`src/sbg_pkg.sv`:
```
/*
 * Shared constants and types of the serial baud rate generator: register
 * offsets, field positions, reset values and bus response codes.
 * Assumes a 32-bit AXI4-Lite register bus with byte addresses.
 */
package sbg_pkg;

    // Divisor width and oversampling ratio of the receiver and transmitter.
    localparam int          DIV_W      = 13;
    localparam int          OVS_W      = 4;
    localparam logic [3:0]  OVS_LAST   = 4'hF;

    // Register byte offsets.
    localparam int          ADDR_W     = 8;
    localparam logic [7:0]  OFF_BDH    = 8'h00;
    localparam logic [7:0]  OFF_BDL    = 8'h04;
    localparam logic [7:0]  OFF_CTRL   = 8'h08;
    localparam logic [7:0]  OFF_STAT   = 8'h0C;

    // Field positions in the high divisor byte and the status byte.
    localparam int          BRK_BIT    = 7;
    localparam int          EDGE_BIT   = 6;
    localparam int          HI_MSB     = 4;
    // Field positions in the control byte.
    localparam int          TE_BIT     = 3;
    localparam int          RE_BIT     = 2;
    // Read-only status bit that shows the generator running.
    localparam int          RUN_BIT    = 0;

    // Reset values; the low divisor byte resets to a nonzero value.
    localparam logic [7:0]  BDH_RESET  = 8'h00;
    localparam logic [7:0]  BDL_RESET  = 8'h04;
    localparam logic [7:0]  CTRL_RESET = 8'h00;

    // AXI responses.
    localparam logic [1:0]  RESP_OKAY  = 2'h0;
    localparam logic [1:0]  RESP_SLVERR = 2'h2;

    typedef enum logic [2:0] {
        SBG_REG_BDH,
        SBG_REG_BDL,
        SBG_REG_CTRL,
        SBG_REG_STAT,
        SBG_REG_NONE
    } sbg_reg_t;

endpackage

```
`src/sbg_div_if.sv`:
```
/*
 * Connection between the register side and the divider counter.
 * Assumes both ends run on the same bus clock.
 */
`timescale 1ns/100ps
interface sbg_div_if;
    logic [sbg_pkg::DIV_W-1:0] divisor;
    logic                      run;
    logic                      tick;

    modport ctrl (output divisor, output run, input tick);
    modport gen  (input divisor, input run, output tick);
endinterface

```
`src/sbg_baud_gen.sv`:
```
/*
 * Baud rate generator of one serial interface with its divisor, enable,
 * interrupt enable and event flag registers behind an AXI4-Lite slave.
 * Assumes the receiver logic delivers break and active-edge events as
 * one-cycle pulses on the bus clock, and that the bus is AXI4-Lite.
 */
//
// What this block does
// - Divisor zero stops the generator entirely to save current.
// - Divisor bits of the high byte are buffered until the low byte is written.
// - Low byte resets nonzero; generator idle until first enable write.
// - Divisor bits 12:8 sit in high bits 4:0, bits 7:0 in low.
// - High bit 7 enables interrupt from the break detect flag.
// - High bit 6 enables interrupt from the receive edge flag.
// - Transmitter and receiver share this instance's own single baud rate.
`timescale 1ns/100ps
module sbg_baud_gen (
    input  wire logic        i_clk,
    input  wire logic        i_rst_n,
    input  wire logic [7:0]  i_s_axi_awaddr,
    input  wire logic        i_s_axi_awvalid,
    output logic             o_s_axi_awready,
    input  wire logic [31:0] i_s_axi_wdata,
    input  wire logic [3:0]  i_s_axi_wstrb,
    input  wire logic        i_s_axi_wvalid,
    output logic             o_s_axi_wready,
    output logic [1:0]       o_s_axi_bresp,
    output logic             o_s_axi_bvalid,
    input  wire logic        i_s_axi_bready,
    input  wire logic [7:0]  i_s_axi_araddr,
    input  wire logic        i_s_axi_arvalid,
    output logic             o_s_axi_arready,
    output logic [31:0]      o_s_axi_rdata,
    output logic [1:0]       o_s_axi_rresp,
    output logic             o_s_axi_rvalid,
    input  wire logic        i_s_axi_rready,
    input  wire logic        i_break_detect_evt,
    input  wire logic        i_rx_edge_evt,
    output logic             o_baud_tick,
    output logic             o_bit_tick,
    output logic             o_gen_active,
    output logic             o_receiver_enable,
    output logic             o_transmitter_enable,
    output logic             o_irq
);

    localparam int DW = sbg_pkg::DIV_W;

    function automatic sbg_pkg::sbg_reg_t decode(input logic [7:0] addr);
        sbg_pkg::sbg_reg_t sel;
        if (addr == sbg_pkg::OFF_BDH) begin
            sel = sbg_pkg::SBG_REG_BDH;
        end else if (addr == sbg_pkg::OFF_BDL) begin
            sel = sbg_pkg::SBG_REG_BDL;
        end else if (addr == sbg_pkg::OFF_CTRL) begin
            sel = sbg_pkg::SBG_REG_CTRL;
        end else if (addr == sbg_pkg::OFF_STAT) begin
            sel = sbg_pkg::SBG_REG_STAT;
        end else begin
            sel = sbg_pkg::SBG_REG_NONE;
        end
        return sel;
    endfunction

    // Held write request.
    logic [7:0]               aw_addr;
    logic [7:0]               w_data;
    logic                     w_lane0;

    // Register state.
    logic [sbg_pkg::HI_MSB:0] div_hi_buf;
    logic [DW-1:0]            baud_divisor_value;
    logic                     break_detect_irq_enable;
    logic                     rx_edge_irq_enable;
    logic                     started;
    logic                     break_detect_flag;
    logic                     rx_edge_flag;
    logic [sbg_pkg::OVS_W-1:0] ovs_count;

    // Decoded register selects, write strobes and read byte.
    sbg_pkg::sbg_reg_t        wr_sel;
    sbg_pkg::sbg_reg_t        rd_sel;
    logic                     do_write;
    logic                     wr_hit;
    logic                     bdh_wr;
    logic                     bdl_wr;
    logic                     ctrl_wr;
    logic                     stat_wr;
    logic [7:0]               rd_byte;

    sbg_div_if div_bus ();

    // Both halves of a write are held once both readies have dropped.
    assign do_write = !o_s_axi_awready && !o_s_axi_wready && !o_s_axi_bvalid;
    assign wr_sel   = decode(aw_addr);
    assign rd_sel   = decode(i_s_axi_araddr);
    assign wr_hit   = do_write && w_lane0;
    assign bdh_wr   = wr_hit && (wr_sel == sbg_pkg::SBG_REG_BDH);
    assign bdl_wr   = wr_hit && (wr_sel == sbg_pkg::SBG_REG_BDL);
    assign ctrl_wr  = wr_hit && (wr_sel == sbg_pkg::SBG_REG_CTRL);
    assign stat_wr  = wr_hit && (wr_sel == sbg_pkg::SBG_REG_STAT);

    // Write address channel.
    always_ff @(posedge i_clk or negedge i_rst_n) begin
        if (!i_rst_n) begin
            o_s_axi_awready <= 1'b1;
            aw_addr         <= 8'h00;
        end else if (o_s_axi_awready && i_s_axi_awvalid) begin
            o_s_axi_awready <= 1'b0;
            aw_addr         <= i_s_axi_awaddr;
        end else if (o_s_axi_bvalid && i_s_axi_bready) begin
            o_s_axi_awready <= 1'b1;
        end
    end

    // Write data channel; only the low byte lane carries register data.
    always_ff @(posedge i_clk or negedge i_rst_n) begin
        if (!i_rst_n) begin
            o_s_axi_wready <= 1'b1;
            w_data         <= 8'h00;
            w_lane0        <= 1'b0;
        end else if (o_s_axi_wready && i_s_axi_wvalid) begin
            o_s_axi_wready <= 1'b0;
            w_data         <= i_s_axi_wdata[7:0];
            w_lane0        <= i_s_axi_wstrb[0];
        end else if (o_s_axi_bvalid && i_s_axi_bready) begin
            o_s_axi_wready <= 1'b1;
        end
    end

    // Write response; unmapped addresses answer with a slave error.
    always_ff @(posedge i_clk or negedge i_rst_n) begin
        if (!i_rst_n) begin
            o_s_axi_bvalid <= 1'b0;
            o_s_axi_bresp  <= sbg_pkg::RESP_OKAY;
        end else if (do_write) begin
            o_s_axi_bvalid <= 1'b1;
            if (wr_sel == sbg_pkg::SBG_REG_NONE) begin
                o_s_axi_bresp <= sbg_pkg::RESP_SLVERR;
            end else begin
                o_s_axi_bresp <= sbg_pkg::RESP_OKAY;
            end
        end else if (o_s_axi_bvalid && i_s_axi_bready) begin
            o_s_axi_bvalid <= 1'b0;
        end
    end

    // High divisor byte: enables take effect at once, divisor bits wait.
    always_ff @(posedge i_clk or negedge i_rst_n) begin
        if (!i_rst_n) begin
            div_hi_buf              <= sbg_pkg::BDH_RESET[sbg_pkg::HI_MSB:0];
            break_detect_irq_enable <= sbg_pkg::BDH_RESET[sbg_pkg::BRK_BIT];
            rx_edge_irq_enable      <= sbg_pkg::BDH_RESET[sbg_pkg::EDGE_BIT];
        end else if (bdh_wr) begin
            div_hi_buf              <= w_data[sbg_pkg::HI_MSB:0];
            break_detect_irq_enable <= w_data[sbg_pkg::BRK_BIT];
            rx_edge_irq_enable      <= w_data[sbg_pkg::EDGE_BIT];
        end
    end

    // The low byte write moves the buffered high bits into the divisor.
    always_ff @(posedge i_clk or negedge i_rst_n) begin
        if (!i_rst_n) begin
            baud_divisor_value <= {sbg_pkg::BDH_RESET[sbg_pkg::HI_MSB:0],
                                   sbg_pkg::BDL_RESET};
        end else if (bdl_wr) begin
            baud_divisor_value <= {div_hi_buf, w_data};
        end
    end

    // Receiver and transmitter enables; the first one written arms
    // the generator, which then stays armed.
    always_ff @(posedge i_clk or negedge i_rst_n) begin
        if (!i_rst_n) begin
            o_receiver_enable    <= sbg_pkg::CTRL_RESET[sbg_pkg::RE_BIT];
            o_transmitter_enable <= sbg_pkg::CTRL_RESET[sbg_pkg::TE_BIT];
            started              <= 1'b0;
        end else if (ctrl_wr) begin
            o_receiver_enable    <= w_data[sbg_pkg::RE_BIT];
            o_transmitter_enable <= w_data[sbg_pkg::TE_BIT];
            if (w_data[sbg_pkg::RE_BIT] || w_data[sbg_pkg::TE_BIT]) begin
                started <= 1'b1;
            end
        end
    end

    // Sticky event flags, cleared by writing one; a new event wins.
    always_ff @(posedge i_clk or negedge i_rst_n) begin
        if (!i_rst_n) begin
            break_detect_flag <= 1'b0;
            rx_edge_flag      <= 1'b0;
        end else begin
            break_detect_flag <= i_break_detect_evt | (break_detect_flag &
                ~(stat_wr & w_data[sbg_pkg::BRK_BIT]));
            rx_edge_flag      <= i_rx_edge_evt | (rx_edge_flag &
                ~(stat_wr & w_data[sbg_pkg::EDGE_BIT]));
        end
    end

    always_ff @(posedge i_clk or negedge i_rst_n) begin
        if (!i_rst_n) begin
            o_irq <= 1'b0;
        end else begin
            o_irq <= (break_detect_flag & break_detect_irq_enable)
                   | (rx_edge_flag & rx_edge_irq_enable);
        end
    end

    // Generator runs only when armed and the divisor is nonzero.
    assign div_bus.run     = started
                           && (baud_divisor_value != 13'h0000);
    assign div_bus.divisor = baud_divisor_value;

    // One divider serves both the receiver and the transmitter.
    sbg_divider u_divider (
        .i_clk   (i_clk),
        .i_rst_n (i_rst_n),
        .div     (div_bus.gen)
    );

    always_ff @(posedge i_clk or negedge i_rst_n) begin
        if (!i_rst_n) begin
            o_gen_active <= 1'b0;
        end else begin
            o_gen_active <= div_bus.run;
        end
    end

    // The sixteen-times tick is passed on one cycle later.
    always_ff @(posedge i_clk or negedge i_rst_n) begin
        if (!i_rst_n) begin
            o_baud_tick <= 1'b0;
        end else begin
            o_baud_tick <= div_bus.tick;
        end
    end

    // Every sixteenth tick marks one bit time at the baud rate.
    always_ff @(posedge i_clk or negedge i_rst_n) begin
        if (!i_rst_n) begin
            ovs_count  <= 4'h0;
            o_bit_tick <= 1'b0;
        end else if (!div_bus.run) begin
            ovs_count  <= 4'h0;
            o_bit_tick <= 1'b0;
        end else begin
            o_bit_tick <= div_bus.tick
                          && (ovs_count == sbg_pkg::OVS_LAST);
            if (div_bus.tick) begin
                ovs_count <= ovs_count + 4'h1;
            end
        end
    end

    // Read data; unused and reserved bits read as zero.
    always_comb begin
        rd_byte = 8'h00;
        case (rd_sel)
            sbg_pkg::SBG_REG_BDH: begin
                rd_byte[sbg_pkg::BRK_BIT]    = break_detect_irq_enable;
                rd_byte[sbg_pkg::EDGE_BIT]   = rx_edge_irq_enable;
                rd_byte[sbg_pkg::HI_MSB:0]   = div_hi_buf;
            end
            sbg_pkg::SBG_REG_BDL: begin
                rd_byte = baud_divisor_value[7:0];
            end
            sbg_pkg::SBG_REG_CTRL: begin
                rd_byte[sbg_pkg::RE_BIT]     = o_receiver_enable;
                rd_byte[sbg_pkg::TE_BIT]     = o_transmitter_enable;
            end
            sbg_pkg::SBG_REG_STAT: begin
                rd_byte[sbg_pkg::BRK_BIT]    = break_detect_flag;
                rd_byte[sbg_pkg::EDGE_BIT]   = rx_edge_flag;
                rd_byte[sbg_pkg::RUN_BIT]    = o_gen_active;
            end
            default: begin
                rd_byte = 8'h00;
            end
        endcase
    end

    // Read channel: one read at a time, data one edge after the address.
    always_ff @(posedge i_clk or negedge i_rst_n) begin
        if (!i_rst_n) begin
            o_s_axi_arready <= 1'b1;
            o_s_axi_rvalid  <= 1'b0;
            o_s_axi_rdata   <= 32'h0000_0000;
            o_s_axi_rresp   <= sbg_pkg::RESP_OKAY;
        end else if (o_s_axi_arready && i_s_axi_arvalid) begin
            o_s_axi_arready <= 1'b0;
            o_s_axi_rvalid  <= 1'b1;
            o_s_axi_rdata   <= {24'h00_0000, rd_byte};
            if (rd_sel == sbg_pkg::SBG_REG_NONE) begin
                o_s_axi_rresp <= sbg_pkg::RESP_SLVERR;
            end else begin
                o_s_axi_rresp <= sbg_pkg::RESP_OKAY;
            end
        end else if (o_s_axi_rvalid && i_s_axi_rready) begin
            o_s_axi_arready <= 1'b1;
            o_s_axi_rvalid  <= 1'b0;
        end
    end

endmodule

```
`src/sbg_divider.sv`:
```
/*
 * Modulo divider counter clocked by the bus clock; emits one tick per
 * divisor period as the sixteen-times oversampling clock.
 * Assumes the divisor is nonzero whenever run is high.
 */
`timescale 1ns/100ps
module sbg_divider (
    input  wire logic  i_clk,
    input  wire logic  i_rst_n,
    sbg_div_if.gen     div
);

    logic [sbg_pkg::DIV_W-1:0] count;
    logic                      at_end;

    // A lowered divisor below the current count ends the period at once.
    assign at_end = (count >= div.divisor);

    always_ff @(posedge i_clk or negedge i_rst_n) begin
        if (!i_rst_n) begin
            count <= 13'h0001;
        end else if (!div.run) begin
            count <= 13'h0001;
        end else if (at_end) begin
            count <= 13'h0001;
        end else begin
            count <= count + 13'h0001;
        end
    end

    always_ff @(posedge i_clk or negedge i_rst_n) begin
        if (!i_rst_n) begin
            div.tick <= 1'b0;
        end else begin
            div.tick <= div.run && at_end;
        end
    end

endmodule

```
`config.mk`:
```
export PLATFORM = sky130hd
export DESIGN_NAME = sbg_baud_gen
export DESIGN_NICKNAME = d
export VERILOG_FILES = /design/src/sbg_pkg.sv /design/src/sbg_div_if.sv /design/src/sbg_baud_gen.sv /design/src/sbg_divider.sv
export SDC_FILE = /design/constraint.sdc
export NUM_CORES = 1
export LEC_CHECK = 0
export ABC_AREA = 1
export BUFFER_PORTS_ARGS = -buffer_cell sky130_fd_sc_hd__buf_2
export CAP_MARGIN = 40
export CORE_UTILIZATION = 35
export DETAILED_ROUTE_END_ITERATION = 6
export HOLD_SLACK_MARGIN = 0.02
export PLACE_DENSITY = 0.57
export SLEW_MARGIN = 30
export SYNTH_ARGS = -nofsm -noshare
export SYNTH_HDL_FRONTEND = slang
export SYNTH_SLANG_ARGS = --single-unit
export TNS_END_PERCENT = 5
```
`constraint.sdc`:
```
create_clock -name i_clk -period 1.6 [get_ports i_clk]
set_input_delay 0.32 -clock i_clk [delete_from_list [all_inputs] [get_ports i_clk]]
set_output_delay 0.32 -clock i_clk [all_outputs]
set_load 0.1 [all_outputs]
```
==> flow_summary_export.csv, run 1 <==
group,metric,value,unit
clocking,clkTransAtPathRegs,0.06,ns
finish,antenna_cells,0,
place,globalplace.congestion,0.778,
synthesis,synth.avg_cell_area,8.65,sq um
global_routing,grt_usage,0.158,
place,portBuffers,54,
clocking,cts_tree,"yes",
routing,wl,8660,um
synthesis,synth_cells,470,
clocking,root_buffer,"clkbuf_16",
floorplanning,fp.dieArea,12100,sq um
floorplanning,core_area,11100,sq um
floorplanning,io_pins,108,
synthesis,synth_fa_ha_area_frac,0.0462,
place,placed_area,4710,sq um
finish,design_area,5130,sq um
place,dpl.hpwl,6570,um
outcome,status,"complete, but fails checks",
routing,ant_nets,0,
sta,clock_skew,0.00987,ns
synthesis,synth_cell_types,35,
synthesis,synthSimpleGateAreaFrac,0.214,
floorplanning,start_util,0.367,
place,place_ws,-0.100,ns
setup_path,crit_chain,"ha_1 -> nand2_2 -> inv_1 -> a21oi_2 -> nand2_1 -> nor2_2 -> nand3_2 -> buf_6 -> nor2_1",
routing,drc,0,
routing,drt_iter0_markers,169,
synthesis,seq_area_frac_synth,0.488,
finish,layout_commonest_cell,"nand2_1",
routing,via_per_inst,4.54,
clocking,cts.sinks,79,
global_routing,overflow,0,
synthesis,synth_top_family_by_area,"simple AND/OR/NAND/NOR gates",
finish,final_nets,642,
clocking,clkLatencyLatePin,0.33,ns
floorplanning,die_w,110,um
outcome,violations,"setup timing",
routing,first_pass_iters,4,
sta,finalCritPeriodShare,1.03,
power,p_per_area,1510,nW/um^2
min_path,hp-class,"in2reg",
routing,routedWlPerCell,12.2,um
clocking,clk_path_buf_depth,2,
power,p_leak,2.56,nW
setup_path,critPathTopFamily,"simple AND/OR/NAND/NOR gates",
setup_path,cp-end-kind,"register",
global_routing,grt_pass1_vias,3014,
global_routing,grt_antenna_before_repair,0,
synthesis,synth_seq_cells,79,
clocking,htreeDepth,3,
setup_path,cp.arrival,1.91,ns
routing,via_count,3227,
sta,holdWs,0.175,ns
setup_path,critPathMaxStageDelay,0.38,ns
sta,fin_crit,1.65,ns
finish,drive_gt1_frac,0.291,
floorplanning,dieHeight,110,um
finish,area_growth_syn_to_layout,26.2,%
synthesis,synthMuxAreaShare,0.0166,
finish,layout_common_cells,"nand2_1 (101), dfrtp_1 (73), inv_1 (59), buf_2 (50), nor2_1 (48)",
setup_path,crit_slowest_cell,"dfrtp_1",
clocking,numCtsBuffers,9,
synthesis,yosys_warnings,0,
global_routing,grt_max_degree,30,
synthesis,synth_xor_xnor_area_share,0.0237,
setup_path,crit_path_start_kind,"register",
sta,finalSetupViolations,12,
setup_path,reg2reg_slack,-0.05,ns
setup_path,path_max_fanout,6,
global_routing,grt_pass1_wl,14600,um
setup_path,critPathBufInv,2,
job,cap_viol_max_count,0,
setup_path,required,1.86,ns
setup_path,critPathKind,"reg2reg",
synthesis,synth-compound-area-share,0.0920,
sta,finalMaxSlewViolations,0,
floorplanning,row_count,38,
clocking,post_cts_buffers,0,
sta,hold_viol,0,
power,irDropWorstVdd,1.10,mV
sta,rsz0062_at_grt,"true",
sta,layout_setup_ws,-0.0506,ns
synthesis,syn-cell-area,4070,sq um
sta,max_freq,0.606,GHz
[cells by family after synthesis]
group,count (synthesis)
compound gates,58
xor+xnor,11
fa+ha+maj,15
buf+inv,96
simple gates,204
flops,79
mux,6
other cells,1
[stage by stage]
| stage | setup TNS (ns) | instances | util | total power [mW] |
|---|---|---|---|---|
| floorplan | -0.484 | 495 | - | 4.90 |
| global placement | -0.608 | 693 | 0.426 | 5.59 |
| detailed placement | -1.13 | 693 | 0.426 | 5.66 |
| CTS | -0.245 | 711 | 0.460 | 7.77 |
| global route | -1.48 | 711 | 0.463 | 8.18 |
| finish | -0.477 | 711 | 0.463 | 7.74 |
[area by class of cell]
type	count	area [sq um]
Multi-Input combinational cell	320	1780
Sequential cell	79	1990
Clock inverter	6	68.8
Timing Repair Buffer	94	653
Clock buffer	10	229
Tap cell	140	175
Fill cell	1084	5950
Inverter	62	233
[repair_timing]
item | 4_1_cts | 5_1_grt
endpoints found under the hold margin | 25 | 0
endpoints found under the setup margin | 14 | 15
resized for setup | 18 | 8
hold buffers | 1 | 0
pin swaps | 4 | 5
gates cloned | 1 | 0
[worst min-delay path, cell delays in order]
cell and delay [ns]:
buf_2 0.07, inv_1 0.03, nand2_1 0.05
[power by group]
part / switching, mW / internal [mW] / total (mW)
clock network: 0.809 / 1.22 / 2.03
registers: 0.288 / 2.46 / 2.75
logic: 2.14 / 0.820 / 2.96
total: 3.24 / 4.50 / 7.74
[metal layers]
layer,track usage,up-vias,routed length [um]
li1,-,1637,-
met2,0.236,93,3860
met1,0.226,1491,4320
met3,0.0397,6,399
met4,0.0410,0,72
met5,0,-,0
[synthesized netlist by cell type (all sizes together)]
cell / number / area, sq um
nor2: 60 / 235
inv: 61 / 229
o31ai: 1 / 7.51
mux2: 6 / 67.6
dfrtp: 74 / 1850
clkbuf: 2 / 7.51
nand2: 103 / 389
o21bai: 1 / 7.51
a22o: 1 / 8.76
xor2: 7 / 61.3
a31oi: 1 / 6.26
nand3: 27 / 135
o21ai: 34 / 234
ha: 15 / 188
nor3: 8 / 51.3
xnor2: 4 / 35.0
dfstp: 5 / 131
a21boi: 1 / 7.51
nand4: 6 / 58.8
conb: 1 / 3.75
buf: 32 / 244
a41oi: 1 / 8.76
a21oi: 18 / 93.8
clkinv: 1 / 3.75
[final timing paths]
kind / start / to / cells past startpoint
min reg2reg: o_s_axi_rdata[1]$_DFFE_PN0P_ / o_s_axi_rdata[1]$_DFFE_PN0P_ / 2
min in group asynchronous: i_rst_n / u_divider.count[6]$_DFF_PN0_ / 2
max reg2reg: u_divider.count[12]$_DFF_PN0_ / u_divider.count[8]$_DFF_PN0_ / 9
max: u_divider.count[12]$_DFF_PN0_ / u_divider.count[8]$_DFF_PN0_ / 9
min: i_rx_edge_evt / rx_edge_flag$_DFF_PN0_ / 3
max in group asynchronous: i_rst_n / o_s_axi_wready$_DFFE_PN1P_ / 3
[state kept, by name, summed over array words and instances, names as in the netlist, 4 cells and up]
register            count
o_s_axi_rdata           8
div_hi_buf              5
baud_divisor_value     13
w_data                  8
u_divider.count        13
aw_addr                 8
ovs_count               4
Note: power is estimated with default switching activity, not from simulation.
==> inputs of run 2 (changes only) <==
--- a/config.mk
+++ b/config.mk
@@ -8,8 +8,11 @@
 export ABC_AREA = 1
 export BUFFER_PORTS_ARGS = -buffer_cell sky130_fd_sc_hd__buf_2
 export CAP_MARGIN = 40
+export CORE_ASPECT_RATIO = 1.2
 export CORE_UTILIZATION = 35
 export DETAILED_ROUTE_END_ITERATION = 6
+export GPL_ROUTABILITY_DRIVEN = 0
+export GPL_TIMING_DRIVEN = 0
 export HOLD_SLACK_MARGIN = 0.02
 export PLACE_DENSITY = 0.57
 export SLEW_MARGIN = 30
==> flow_summary_export.csv, run 2 (synthesis results as in run 1) <==
group,metric,value,unit
floorplanning,die_w,100,um
clocking,cts_tree,"yes",
power,p_per_area,1480,nW/um^2
global_routing,grt_pass1_wl,15000,um
outcome,status,"complete, but fails checks",
sta,holdWs,0.164,ns
global_routing,grt_antenna_before_repair,0,
setup_path,rr_endpoint,"u_divider.div.tick$_DFF_PN0_",
setup_path,r2r_cells,8,
floorplanning,start_util,0.363,
sta,finalCritPeriodShare,1.05,
min_path,min_to,"rx_edge_flag$_DFF_PN0_",
global_routing,grt_pass1_vias,3249,
setup_path,crit_start,"baud_divisor_value[2]$_DFFE_PN1P_",
setup_path,reg2reg_slack,-0.08,ns
routing,drt_iter0_markers,106,
finish,layout_commonest_cell,"nand2_1",
power,total_power,7.90,mW
finish,drive_gt1_frac,0.334,
clocking,clkTransAtPathRegs,0.06,ns
global_routing,overflow,0,
routing,first_pass_iters,4,
power,irDropWorstVdd,1.55,mV
finish,finalNonFillerCells,738,
clocking,htreeDepth,3,
sta,finalMaxSlewViolations,0,
routing,via_count,3276,
sta,fin_crit,1.68,ns
routing,routedWlPerCell,12.1,um
floorplanning,dieHeight,120,um
setup_path,r2r_start,"baud_divisor_value[2]$_DFFE_PN1P_",
routing,ant_nets,0,
clocking,numCtsBuffers,9,
finish,area_growth_syn_to_layout,31.0,%
clocking,root_buffer,"clkbuf_16",
sta,clock_skew,0.00730,ns
routing,wl,8960,um
setup_path,critPathKind,"reg2reg",
sta,layout_setup_ws,-0.0754,ns
min_path,hp-class,"in2reg",
floorplanning,io_pins,108,
job,cap_viol_max_count,0,
clocking,clk_path_buf_depth,2,
setup_path,cp-end-kind,"register",
global_routing,grt_max_degree,50,
clocking,cts.sinks,79,
finish,final_nets,655,
sta,max_freq,0.597,GHz
place,dp.cells,704,
min_path,min_path_cells,3,
sta,finalSetupViolations,14,
finish,layout_common_cells,"nand2_1 (96), dfrtp_1 (70), inv_1 (56), buf_2 (52), nor2_1 (46)",
sta,hold_viol,0,
sta,rsz0062_at_grt,"true",
global_routing,grt_usage,0.160,
floorplanning,row_count,42,
sta,fin_tns_setup,-0.630,ns
setup_path,path_max_fanout,2,
finish,antenna_cells,0,
outcome,violations,"setup timing",
floorplanning,fp.dieArea,12100,sq um
finish,reg_top3,"baud_divisor_value: 13 flops, u_divider.count: 13 flops",
min_path,hp-start,"i_rx_edge_evt",
setup_path,required,1.86,ns
floorplanning,core_area,11200,sq um
setup_path,crit_path_start_kind,"register",
routing,via_per_inst,4.44,
clocking,clkLatencyLatePin,0.34,ns
routing,drc,0,
place,place_ws,-0.225,ns
place,portBuffers,54,
power,p_leak,2.61,nW
setup_path,cp.arrival,1.94,ns
place,dpl.hpwl,6580,um
[run 2: worst max-delay path by stage]
stage	endpoint	cells after the start
CTS	u_divider.count[10]$_DFF_PN0_	10
global route	u_divider.div.tick$_DFF_PN0_	8
finish	u_divider.div.tick$_DFF_PN0_	8
floorplan	u_divider.count[9]$_DFF_PN0_	10
global placement	o_s_axi_bvalid$_DFFE_PN0P_	1
detailed placement	u_divider.count[11]$_DFF_PN0_	10
[run 2: per-stage QoR]
stage | util | instance area, sq um
final | 0.476 | 5330
after global routing | 0.476 | 5330
after CTS | 0.450 | 5030
after detailed placement | 0.417 | 4670
after global placement | 0.414 | 4630
after floorplan | - | 4170
[run 2: repair_timing]
item | 4_1_cts | 5_1_grt
pin swaps | 4 | 8
gates cloned | 0 | 1
buffers inserted | 6 | 10
gates resized for setup | 7 | 48
hold endpoints to repair | 28 | 0
endpoints found under the setup margin | 15 | 24
hold buffers | 1 | 0
[run 2: final cells by class]
type | count | area (sq um)
Buffer | 34 | 258
Clock buffer | 11 | 233
Clock inverter | 5 | 58.8
Fill cell | 1107 | 5870
Inverter | 62 | 233
Multi-Input combinational cell | 320 | 1900
Sequential cell | 79 | 1990
Tap cell | 154 | 193
Timing Repair Buffer | 73 | 464
[run 2: worst max-delay path, stage by stage (launching register included)]
cell      delay (ns)
dfstp_2         0.54
inv_2           0.05
ha_4            0.26
nand2_2         0.06
nor3_2          0.23
o21bai_4        0.11
buf_6           0.13
buf_6           0.11
a21oi_2         0.12
[run 2: per-layer routing]
layer  part of all wire  track usage  vias up
met4              0.021       0.0553        0
li1                   -            -     1662
met5                  0            0        -
met2               0.48        0.274       77
met1               0.45        0.190     1521
met3              0.045       0.0460       16
[run 2: power by group]
group	switching, mW	internal [mW]	leakage, nW
registers	0.297	2.46	1.01
clock network	0.812	1.21	0.136
logic	2.22	0.897	1.47
total	3.33	4.57	2.61
